File: config.mk
export PLATFORM = sky130hd
export DESIGN_NAME = pesl_event_status
export DESIGN_NICKNAME = d
export VERILOG_FILES = /design/src/pesl_pkg.sv /design/src/pesl_event_status.sv
export SDC_FILE = /design/constraint.sdc
export NUM_CORES = 1
export LEC_CHECK = 0
export BUFFER_PORTS_ARGS = -buffer_cell sky130_fd_sc_hd__buf_2
export CORE_MARGIN = 2
export CORE_UTILIZATION = 35
export DETAILED_ROUTE_END_ITERATION = 8
export HOLD_SLACK_MARGIN = 0.06
export PLACE_DENSITY = 0.64
export SYNTH_ARGS = -nofsm -noshare
export SYNTH_HDL_FRONTEND = slang
export SYNTH_SLANG_ARGS = --single-unit
File: constraint.sdc
create_clock -name i_clk -period 1.63 [get_ports i_clk]
set_input_delay 0.2445 -clock i_clk [delete_from_list [all_inputs] [get_ports i_clk]]
set_output_delay 0.2445 -clock i_clk [all_outputs]
set_load 0.01 [all_outputs]
File: src/pesl_pkg.sv
// Package with register layout and field positions of the event status latch
package pesl_pkg;
  localparam logic [4:0] EVT_STATUS_ADDR = 5'h12;
  localparam logic [4:0] INT_CTRL_ADDR = 5'h11;
  localparam int DATA_W = 16;
  // Pending flag bit positions in the upper byte
  localparam int BIT_LQ = 15;
  localparam int BIT_ED = 14;
  localparam int BIT_LINK = 13;
  localparam int BIT_SPD = 12;
  localparam int BIT_DUP = 11;
  localparam int BIT_ANC = 10;
  localparam int BIT_CTR = 9;
  // Enable bits sit eight below their pending flag
  localparam int EN_SHIFT = 8;
  localparam int NUM_EVT = 7;
  localparam int EVT_LSB = 9;
  // Interrupt control fields
  localparam int CTL_MAP_SEL = 3;
  localparam int CTL_TEST = 2;
  localparam int CTL_GLOBAL_EN = 1;
  localparam int CTL_OUT_EN = 0;
  localparam logic [15:0] CTL_MASK = 16'h000f;
  localparam logic [15:0] EN_MASK = 16'h00fe;
  localparam logic [15:0] RESET_VAL = 16'h0000;
endpackage

File: src/pesl_event_status.sv
// Event status and enable register with clear-on-read pending flags
// Notes on behaviour
// RULE1 - A pending flag sets when its event occurred since the last status read.
// RULE2 - An event with its enable set raises the interrupt.
// RULE3 - Interrupts also need the global interrupt controls to permit them.
// RULE4 - Pending flags latch whether or not any enable is set.
// RULE5 - Bit 15 is link quality pending, resets to 0, clears on read.
// RULE6 - Bit 14 is energy detect pending, resets to 0, clears on read.
// RULE7 - Bit 13 is link status change pending, resets to 0, clears on read.
// RULE8 - Bit 12 flags speed change, or speed/duplex change when mapping select is 1.
// RULE9 - Bit 11 flags duplex change, or time-sync event when mapping select is 1.
// RULE10 - Time-sync interrupt re-arms only after time-sync status reports empty.
// RULE11 - Bit 10 is auto-negotiation complete pending, resets to 0, clears on read.
// RULE12 - Bit 9 flags false-carrier half-full, or any counter when select bits set.
// RULE13 - Lower byte holds read-write per-event enables, reset to 0.
// RULE14 - Global enable gates interrupts; output enable turns shared pin into interrupt.
// RULE15 - Read clears only returned flags; events during the read stay pending.
`timescale 1ns/1ps
module pesl_event_status (
  input wire logic i_clk,
  input wire logic i_rst,
  input wire logic [4:0] i_addr,
  input wire logic i_rd,
  input wire logic i_wr,
  input wire logic [15:0] i_wdata,
  input wire logic i_evt_link_quality,
  input wire logic i_evt_energy_detect,
  input wire logic i_evt_link_change,
  input wire logic i_evt_speed_change,
  input wire logic i_evt_duplex_change,
  input wire logic i_evt_time_sync,
  input wire logic i_time_sync_status_empty,
  input wire logic i_evt_autoneg_done,
  input wire logic i_evt_false_carrier_half,
  input wire logic i_evt_rx_error_half,
  input wire logic [1:0] i_counter_select,
  output logic [15:0] o_rdata,
  output logic o_int_n,
  output logic o_int_pin_oe
);
  // Position of each source inside the seven-bit pending vector
  localparam int LQ_IDX = pesl_pkg::BIT_LQ - pesl_pkg::EVT_LSB;
  localparam int ED_IDX = pesl_pkg::BIT_ED - pesl_pkg::EVT_LSB;
  localparam int LINK_IDX = pesl_pkg::BIT_LINK - pesl_pkg::EVT_LSB;
  localparam int SPD_IDX = pesl_pkg::BIT_SPD - pesl_pkg::EVT_LSB;
  localparam int DUP_IDX = pesl_pkg::BIT_DUP - pesl_pkg::EVT_LSB;
  localparam int ANC_IDX = pesl_pkg::BIT_ANC - pesl_pkg::EVT_LSB;
  localparam int CTR_IDX = pesl_pkg::BIT_CTR - pesl_pkg::EVT_LSB;
  // Enable byte bounds and the top of the pending field
  localparam int EN_MSB = pesl_pkg::EN_SHIFT - 1;
  localparam int EN_OFS = pesl_pkg::EVT_LSB - pesl_pkg::EN_SHIFT;
  localparam int TOP = pesl_pkg::DATA_W - 1;

  // Registered state, each with its next value
  logic [pesl_pkg::NUM_EVT-1:0] pend_reg;
  logic [pesl_pkg::NUM_EVT-1:0] pend_next;
  logic [EN_MSB:0] en_reg;
  logic [EN_MSB:0] en_next;
  logic [TOP:0] ctrl_reg;
  logic [TOP:0] ctrl_next;
  logic [TOP:0] rdata_reg;
  logic [TOP:0] rdata_next;
  logic int_n_reg;
  logic int_n_next;
  logic oe_reg;
  logic oe_next;
  logic ts_armed_reg;
  logic ts_armed_next;

  // Decoded strobes, control fields and mapped event sources
  logic rd_status;
  logic rd_ctrl;
  logic wr_status;
  logic wr_ctrl;
  logic map_sel;
  logic global_en;
  logic test_force;
  logic pin_is_int;
  logic ctr_wide;
  logic ts_fire;
  logic ts_rearm;
  logic spd_src;
  logic dup_src;
  logic ctr_src;
  logic any_fire;
  logic [pesl_pkg::NUM_EVT-1:0] evt_vec;
  logic [pesl_pkg::NUM_EVT-1:0] en_vec;
  logic [pesl_pkg::NUM_EVT-1:0] fire_vec;
  logic [TOP:0] status_word;
  logic [TOP:0] ctrl_word;

  // Address compare shared by every read and write decode
  function automatic logic hit(input logic [4:0] a, input logic [4:0] target);
    hit = (a == target);
  endfunction

  // Takes the alternate source when its select is set
  function automatic logic pick_source(input logic alt_sel, input logic normal, input logic alt);
    if (alt_sel) begin
      pick_source = alt;
    end else begin
      pick_source = normal;
    end
  endfunction

  // One flag: a read clears it, but an event in that same cycle sets it again
  function automatic logic flag_next(input logic cur, input logic clr, input logic set);
    flag_next = cur;
    if (clr) begin
      flag_next = 1'b0;
    end
    if (set) begin
      flag_next = 1'b1;
    end
  endfunction

  // Register selects
  always_comb begin
    rd_status = i_rd && hit(i_addr, pesl_pkg::EVT_STATUS_ADDR);
    rd_ctrl = i_rd && hit(i_addr, pesl_pkg::INT_CTRL_ADDR);
    wr_status = i_wr && hit(i_addr, pesl_pkg::EVT_STATUS_ADDR);
    wr_ctrl = i_wr && hit(i_addr, pesl_pkg::INT_CTRL_ADDR);
  end

  always_comb begin
    map_sel = ctrl_reg[pesl_pkg::CTL_MAP_SEL];
    global_en = ctrl_reg[pesl_pkg::CTL_GLOBAL_EN];
    test_force = ctrl_reg[pesl_pkg::CTL_TEST];
    pin_is_int = ctrl_reg[pesl_pkg::CTL_OUT_EN];
    ctr_wide = |i_counter_select;
  end

  // One flag per drain of the time-sync status, so a burst of stamps raises one interrupt
  always_comb begin
    ts_fire = i_evt_time_sync && ts_armed_reg; // RULE10
    ts_rearm = i_time_sync_status_empty && !i_evt_time_sync;
    ts_armed_next = ts_armed_reg;
    if (ts_fire) begin
      ts_armed_next = 1'b0;
    end else if (ts_rearm) begin
      ts_armed_next = 1'b1; // RULE10
    end
  end

  // Reset leaves the time-sync path armed so its first event is seen
  always_ff @(posedge i_clk) begin
    if (i_rst) begin
      ts_armed_reg <= 1'b1;
    end else begin
      ts_armed_reg <= ts_armed_next;
    end
  end

  // Route each source to its flag position
  // Counter select of zero keeps only the false-carrier source
  always_comb begin
    spd_src = pick_source(map_sel, i_evt_speed_change, i_evt_speed_change | i_evt_duplex_change);
    dup_src = pick_source(map_sel, i_evt_duplex_change, ts_fire);
    ctr_src = pick_source(ctr_wide, i_evt_false_carrier_half, i_evt_false_carrier_half | i_evt_rx_error_half);
    evt_vec = '0;
    evt_vec[LQ_IDX] = i_evt_link_quality; // RULE5
    evt_vec[ED_IDX] = i_evt_energy_detect; // RULE6
    evt_vec[LINK_IDX] = i_evt_link_change; // RULE7
    evt_vec[SPD_IDX] = spd_src; // RULE8
    evt_vec[DUP_IDX] = dup_src; // RULE9
    evt_vec[ANC_IDX] = i_evt_autoneg_done; // RULE11
    evt_vec[CTR_IDX] = ctr_src; // RULE12
  end

  // Enables sit a fixed distance below their pending flags
  genvar g;
  generate
    for (g = 0; g < pesl_pkg::NUM_EVT; g = g + 1) begin : g_evt
      // An event fires only while its own enable is set
      assign en_vec[g] = en_reg[g + EN_OFS]; // RULE13
      assign fire_vec[g] = evt_vec[g] && en_vec[g]; // RULE2
    end
  endgenerate

  // Latch regardless of any enable; the read returns all flags, so all may clear
  always_comb begin
    pend_next = pend_reg;
    for (int i = 0; i < pesl_pkg::NUM_EVT; i++) begin
      pend_next[i] = flag_next(pend_reg[i], rd_status, evt_vec[i]); // RULE1 RULE4 RULE15
    end
  end

  always_ff @(posedge i_clk) begin
    if (i_rst) begin
      pend_reg <= '0;
    end else begin
      pend_reg <= pend_next;
    end
  end

  // Enable bit zero stays read-as-zero through the write mask
  always_comb begin
    en_next = en_reg;
    if (wr_status) begin
      en_next = i_wdata[EN_MSB:0] & pesl_pkg::EN_MASK[EN_MSB:0]; // RULE13
    end
  end

  always_ff @(posedge i_clk) begin
    if (i_rst) begin
      en_reg <= pesl_pkg::RESET_VAL[EN_MSB:0];
    end else begin
      en_reg <= en_next;
    end
  end

  // Reserved control bits are never stored
  always_comb begin
    ctrl_next = ctrl_reg;
    if (wr_ctrl) begin
      ctrl_next = i_wdata & pesl_pkg::CTL_MASK;
    end
  end

  always_ff @(posedge i_clk) begin
    if (i_rst) begin
      ctrl_reg <= pesl_pkg::RESET_VAL;
    end else begin
      ctrl_reg <= ctrl_next;
    end
  end

  // Read words: reserved bits always read zero
  always_comb begin
    status_word = pesl_pkg::RESET_VAL;
    status_word[TOP:pesl_pkg::EVT_LSB] = pend_reg; // RULE5 RULE6 RULE7 RULE11
    status_word[EN_MSB:0] = en_reg; // RULE13
  end

  always_comb begin
    ctrl_word = pesl_pkg::RESET_VAL;
    ctrl_word[pesl_pkg::CTL_MAP_SEL] = map_sel;
    ctrl_word[pesl_pkg::CTL_TEST] = test_force;
    ctrl_word[pesl_pkg::CTL_GLOBAL_EN] = global_en;
    ctrl_word[pesl_pkg::CTL_OUT_EN] = pin_is_int;
  end

  // Read data holds until the next read, so a slow poller may sample it late
  always_comb begin
    rdata_next = rdata_reg;
    if (rd_status) begin
      rdata_next = status_word;
    end else if (rd_ctrl) begin
      rdata_next = ctrl_word;
    end else if (i_rd) begin
      rdata_next = pesl_pkg::RESET_VAL;
    end
  end

  always_ff @(posedge i_clk) begin
    if (i_rst) begin
      rdata_reg <= pesl_pkg::RESET_VAL;
    end else begin
      rdata_reg <= rdata_next;
    end
  end

  // Low for each cycle an enabled event fires while global enable is set; the test bit holds the line low
  always_comb begin
    any_fire = |fire_vec;
    int_n_next = 1'b1;
    if (global_en && any_fire) begin
      int_n_next = 1'b0; // RULE2 RULE3 RULE14
    end
    if (test_force) begin
      int_n_next = 1'b0; // RULE3
    end
  end

  // Line idles high while nothing is signalled
  always_ff @(posedge i_clk) begin
    if (i_rst) begin
      int_n_reg <= 1'b1;
    end else begin
      int_n_reg <= int_n_next;
    end
  end

  // Pin direction follows the control word as it is written, with no extra lag
  // Shared pin stays an input until the output enable is written
  always_comb begin
    oe_next = ctrl_next[pesl_pkg::CTL_OUT_EN]; // RULE14
  end

  always_ff @(posedge i_clk) begin
    if (i_rst) begin
      oe_reg <= 1'b0;
    end else begin
      oe_reg <= oe_next;
    end
  end

  assign o_rdata = rdata_reg;
  assign o_int_n = int_n_reg;
  assign o_int_pin_oe = oe_reg;
endmodule

=== Yosys cells after proc, flatten, opt, wreduce, memory -nomap -nowiden ===
Cells that the tools add are included.

* Equal/unequal tests: 2
* Mux-type cells: 18
* Bitwise operators: 2
* Reduce and logical (&&, ||, !) cells: 26

{| class="wikitable"
|+ Operators by type and width
! cell !! number
|-
| $mux W16 || 3
|-
| $reduce_bool A2 Y1 || 8
|-
| $mux W1 || 15
|-
| $logic_and A1 B1 Y1 || 14
|-
| $eq A5 B5 Y1 const B || 2
|-
| $reduce_or A7 Y1 || 1
|-
| $reduce_bool A3 Y1 || 1
|-
| $or A1 B1 Y1 || 2
|-
| $reduce_or A2 Y1 || 1
|-
| $logic_not A1 Y1 || 1
|}

* Register bits after elaboration: 35
* Input port bits: 37
* Output and inout bits: 18
* Logic and storage cells: 61

=== Longest topological paths before layout ===
* Word-level depth: 7
* Depth in mapped cells: 5
* Mapped depth without buffers: 3

=== Least setup slack after synthesis ===
Ideal clock, no wire load.

* Path type: input to register
* Start: input i_addr[3]
* End: register pend_reg[0] (netlist bit)
* Library setup time: 132 ps
* Arrival time: 912 ps
* Required time: 1,498 ps
* Slack: 586 ps
* Cell stages on the path: 3
* Buffers on the path: 0
* Cells stage by stage: or3b_1 > o21ai_0 > a21oi_1

* Word-level cells in the longest chain between the ends: 3

{| class="wikitable"
|+ Ends and longest elaborated chain
! element !! line !! RTL
|-
| start: declaration || pesl_event_status.sv:22 || <nowiki>input wire logic [4:0] i_addr,</nowiki>
|-
| $eq A5 B5 Y1 || pesl_event_status.sv:94 || <nowiki>hit = (a == target);</nowiki>
|-
| $logic_and A1 B1 Y1 || pesl_event_status.sv:119 || <nowiki>rd_status = i_rd && hit(i_addr, pesl_pkg::EVT_STATUS_ADDR);</nowiki>
|-
| $reduce_bool A2 Y1 (no line) || n/a ||
|-
| end signal: assignment || pesl_event_status.sv:192 || <nowiki>pend_reg <= pend_next;</nowiki>
|-
| end: declaration || pesl_event_status.sv:55 || <nowiki>logic [pesl_pkg::NUM_EVT-1:0] pend_reg;</nowiki>
|}

No other way between the ends.
A chain may end at the register's enable or synchronous reset.

=== Final worst setup path ===
* Start: register en_reg[2]
* End: register int_n_reg, in the netlist o_int_n

* Word-level cells in the longest chain between the ends: 5

{| class="wikitable"
|+ Ends and longest elaborated chain
! element !! line !! RTL
|-
| start: declaration || pesl_event_status.sv:57 || <nowiki>logic [EN_MSB:0] en_reg;</nowiki>
|-
| start signal: assignment || pesl_event_status.sv:206 || <nowiki>en_reg <= pesl_pkg::RESET_VAL[EN_MSB:0];</nowiki>
|-
| start signal: assignment || pesl_event_status.sv:208 || <nowiki>en_reg <= en_next;</nowiki>
|-
| $logic_and A1 B1 Y1 || pesl_event_status.sv:176 || <nowiki>assign fire_vec[g] = evt_vec[g] && en_vec[g];</nowiki>
|-
| $reduce_or A7 Y1 || pesl_event_status.sv:265 || <nowiki>any_fire = |fire_vec;</nowiki>
|-
| $logic_and A1 B1 Y1 || pesl_event_status.sv:267 || <nowiki>if (global_en && any_fire) begin</nowiki>
|-
| $mux W1 || pesl_event_status.sv:267 ||
|-
| $mux W1 || pesl_event_status.sv:270 || <nowiki>if (test_force) begin</nowiki>
|-
| end signal: assignment || pesl_event_status.sv:280 || <nowiki>int_n_reg <= int_n_next;</nowiki>
|-
| end: declaration || pesl_event_status.sv:63 || <nowiki>logic int_n_reg;</nowiki>
|}

No other way between the ends.

==> run metrics <==
filler cell count=418; max reg flops=15; Worst slew margin=57.14%; MaxCap Viol Count=0; PD cells=902.8 mW/mm²; largest net degree at the start of global routing=36; Pleak=0.7133 nW; Req. time, crit path=1.85 ns; Ys Warns=0; via count=1,333; htree depth=2; Post-Syn Area=0.001440 mm²; CTS clock-pin slew for the worst setup and hold paths=0.06 ns; Worst Reg-to-Reg Cells=3; Overflow after GRT=0; Iteration-0 DRC Markers=84; Die ar.=0.004644 mm²; post-synthesis mux area share=0%; Num CTS Buffers=5; IO buf count=45; dpl cell area=0.001689 mm²; Post-CTS Setup Bufs=0; Detail Placement HPWL=2507 µm; Top Layer Used=met4; ANT nets after route=0; Hold-fix buffers, CTS=0; Arr. time, crit path=1.42 ns; register bit total from synthesis=35; CTS Root Cell=clkbuf_8; CTS tree=done; Synth top area share=48.65%; RSZ-0062 raised after global routing=no; final period utilization=73.72%; clock skew=0.001998 ns; status=finished, final reports clean; CP endpoint=o_int_n; Starting Density=36.26%; post-synth cell types=29; capturing point of the worst reg2reg path=o_int_n; DRT Wirelength=3595 µm; first-pass GRT wire length=5692 µm; layout cells sized above 1=27.05%; largest family of logic cells by synthesized area=compound AO/OA/AOI/OAI gates; GRT Total Usage=16.65%; area grow syn2layout=22.33%; gpl congestion=0.7747; Slew Limit Fails=0; I/O pin count=55; diode count=0; XOR/XNOR Fraction of Synth Area=0%; Seq/Total Area, Yosys=48.65%; clock sinks=35; post-synthesis net count=202; post-route minimum period=1.202 ns; Peak Freq=832.2 MHz; final core utilization=44.36%; hold_ws=0.1593 ns; crit path capture type=register; met3 WL=223 µm; Avg Vias per Cell=5.187; VDD IR-drop max=0.5177 mV; Worst Path Max Fanout=3; metal2 WL=1637 µm; # rows=23; Syn Inst Count=165; Nets=245; top post-synthesis cells by area=dfxtp_1 49%, a21oi_1 7.6%, o21ai_0 7.0%; Setup TNS=0 ns; r2r setup slk=0.43 ns; vias in the first global route=1,196; drt wl/cell=13.99 µm; CTS Buffer Depth=2; final instance area=0.001762 mm²; CP startpoint=en_reg[2]; CP startpoint kind=register; Worst-Margin Slew=0.6429 ns; Placeable Area=0.003971 mm²; residual DRC count=0; compound-gate portion of the synthesized area=25.63%; Min-Delay Path Class=input pin to register; WL met1=1684 µm; post-synthesis adder-cell area fraction=0%; DRT Pass-1 Iters=4; reg2reg start=en_reg[2]; chip height=68.15 µm; Worst-Skew Late Latency=0.28 ns; post-cts sizing count=0; Die Wd=68.15 µm; setup violators final=0; Avg Inst Size Synth=8.728 µm²; critical path class=register to register; Final Hold Viols=0; post-synthesis simple-gate area fraction=19.11%; Yosys top cell by area=dfxtp_1; antenna violations before repair=0
-- cell usage after synthesis --
library cell,count
a311oi_1,3
nor2b_1,3
clkbuf_1,6
and4bb_2,1
conb_1,1
nand3_1,18
buf_4,2
o21bai_1,1
nand4bb_1,1
and3_1,1
nand4_1,1
a311o_1,1
o21a_1,1
buf_6,1
and3b_1,1
buf_2,4
o211a_1,1
nand2_1,1
nor3b_4,1
nand3b_1,1
inv_1,6
a21oi_1,22
or3b_1,1
a222oi_1,1
o21ai_0,20
nor2_1,17
dfxtp_1,35
nand2b_1,3
a32oi_1,10
-- how the worst min path moves through the flow --
stage                          from      endpoint  slack, ns  cells past startpoint
detailed placement       o_rdata[0]    o_rdata[0]       0.45                      2
global route        i_evt_time_sync  ts_armed_reg       0.16                      2
floorplan           i_evt_time_sync  ts_armed_reg       0.35                      1
finish              i_evt_time_sync  ts_armed_reg       0.16                      2
global placement    i_evt_time_sync  ts_armed_reg       0.45                      2
CTS                 i_evt_time_sync  ts_armed_reg       0.15                      2
-- power by group --
part	total, mW	internal [mW]	switching [mW]	leakage [nW]
clock network	0.559	0.284	0.275	0.0371
registers	0.886	0.876	0.00960	0.285
logic	0.146	0.0582	0.0878	0.391
-- placed cells by master, fill, tap and decap left out, types with 3 or more instances in the layout --
| master | n |
|---|---|
| a21oi_1 | 22 |
| nand2b_1 | 3 |
| buf_2 | 45 |
| a311oi_1 | 3 |
| o21ai_0 | 20 |
| inv_1 | 6 |
| nor2_1 | 17 |
| a32oi_1 | 10 |
| nor2b_1 | 3 |
| dfxtp_1 | 35 |
| nand3_1 | 18 |
| clkbuf_8 | 5 |
| buf_4 | 4 |
-- area by class of cell --
type                            instances  area, µm²  area share, %
Sequential cell                        35      700.7          39.77
Multi-Input combinational cell        111      648.1          36.79
Timing Repair Buffer                   49      255.2          14.49
Clock buffer                            6      72.57          4.119
Tap cell                               50      62.56          3.551
Inverter                                6      22.52          1.278
-- metal layers --
layer  vias up  GRT usage, %
met5         -             0
met4         0         6.750
met3         5         3.947
met2        41         24.15
met1       605         23.56
li1        682             -
-- metrics by stage --
step / total power [mW] / instances / setup WS (ns)
after floorplan: 0.9846 / 165 / 0.5858
after global placement: 1.050 / 251 / 0.2837
after detailed placement: 1.050 / 251 / 0.2807
after CTS: 1.603 / 257 / 0.4250
after global routing: 1.656 / 257 / 0.3604
final: 1.590 / 257 / 0.4284
-- worst max-delay path, cell delays in order (launching register included) --
cell,delay [ns]
dfxtp_1,0.32
a222oi_1,0.44
o211a_1,0.23
a311o_1,0.16
-- logic make-up after synthesis --
| logic type | count (synthesis) |
|---|---|
| and+or+nand+nor | 50 |
| AOI/OAI and AO/OA | 60 |
| DFF | 35 |
| buffers and inverters | 19 |
| other | 1 |
No activity file was read; power rests on OpenSTA's default activity.
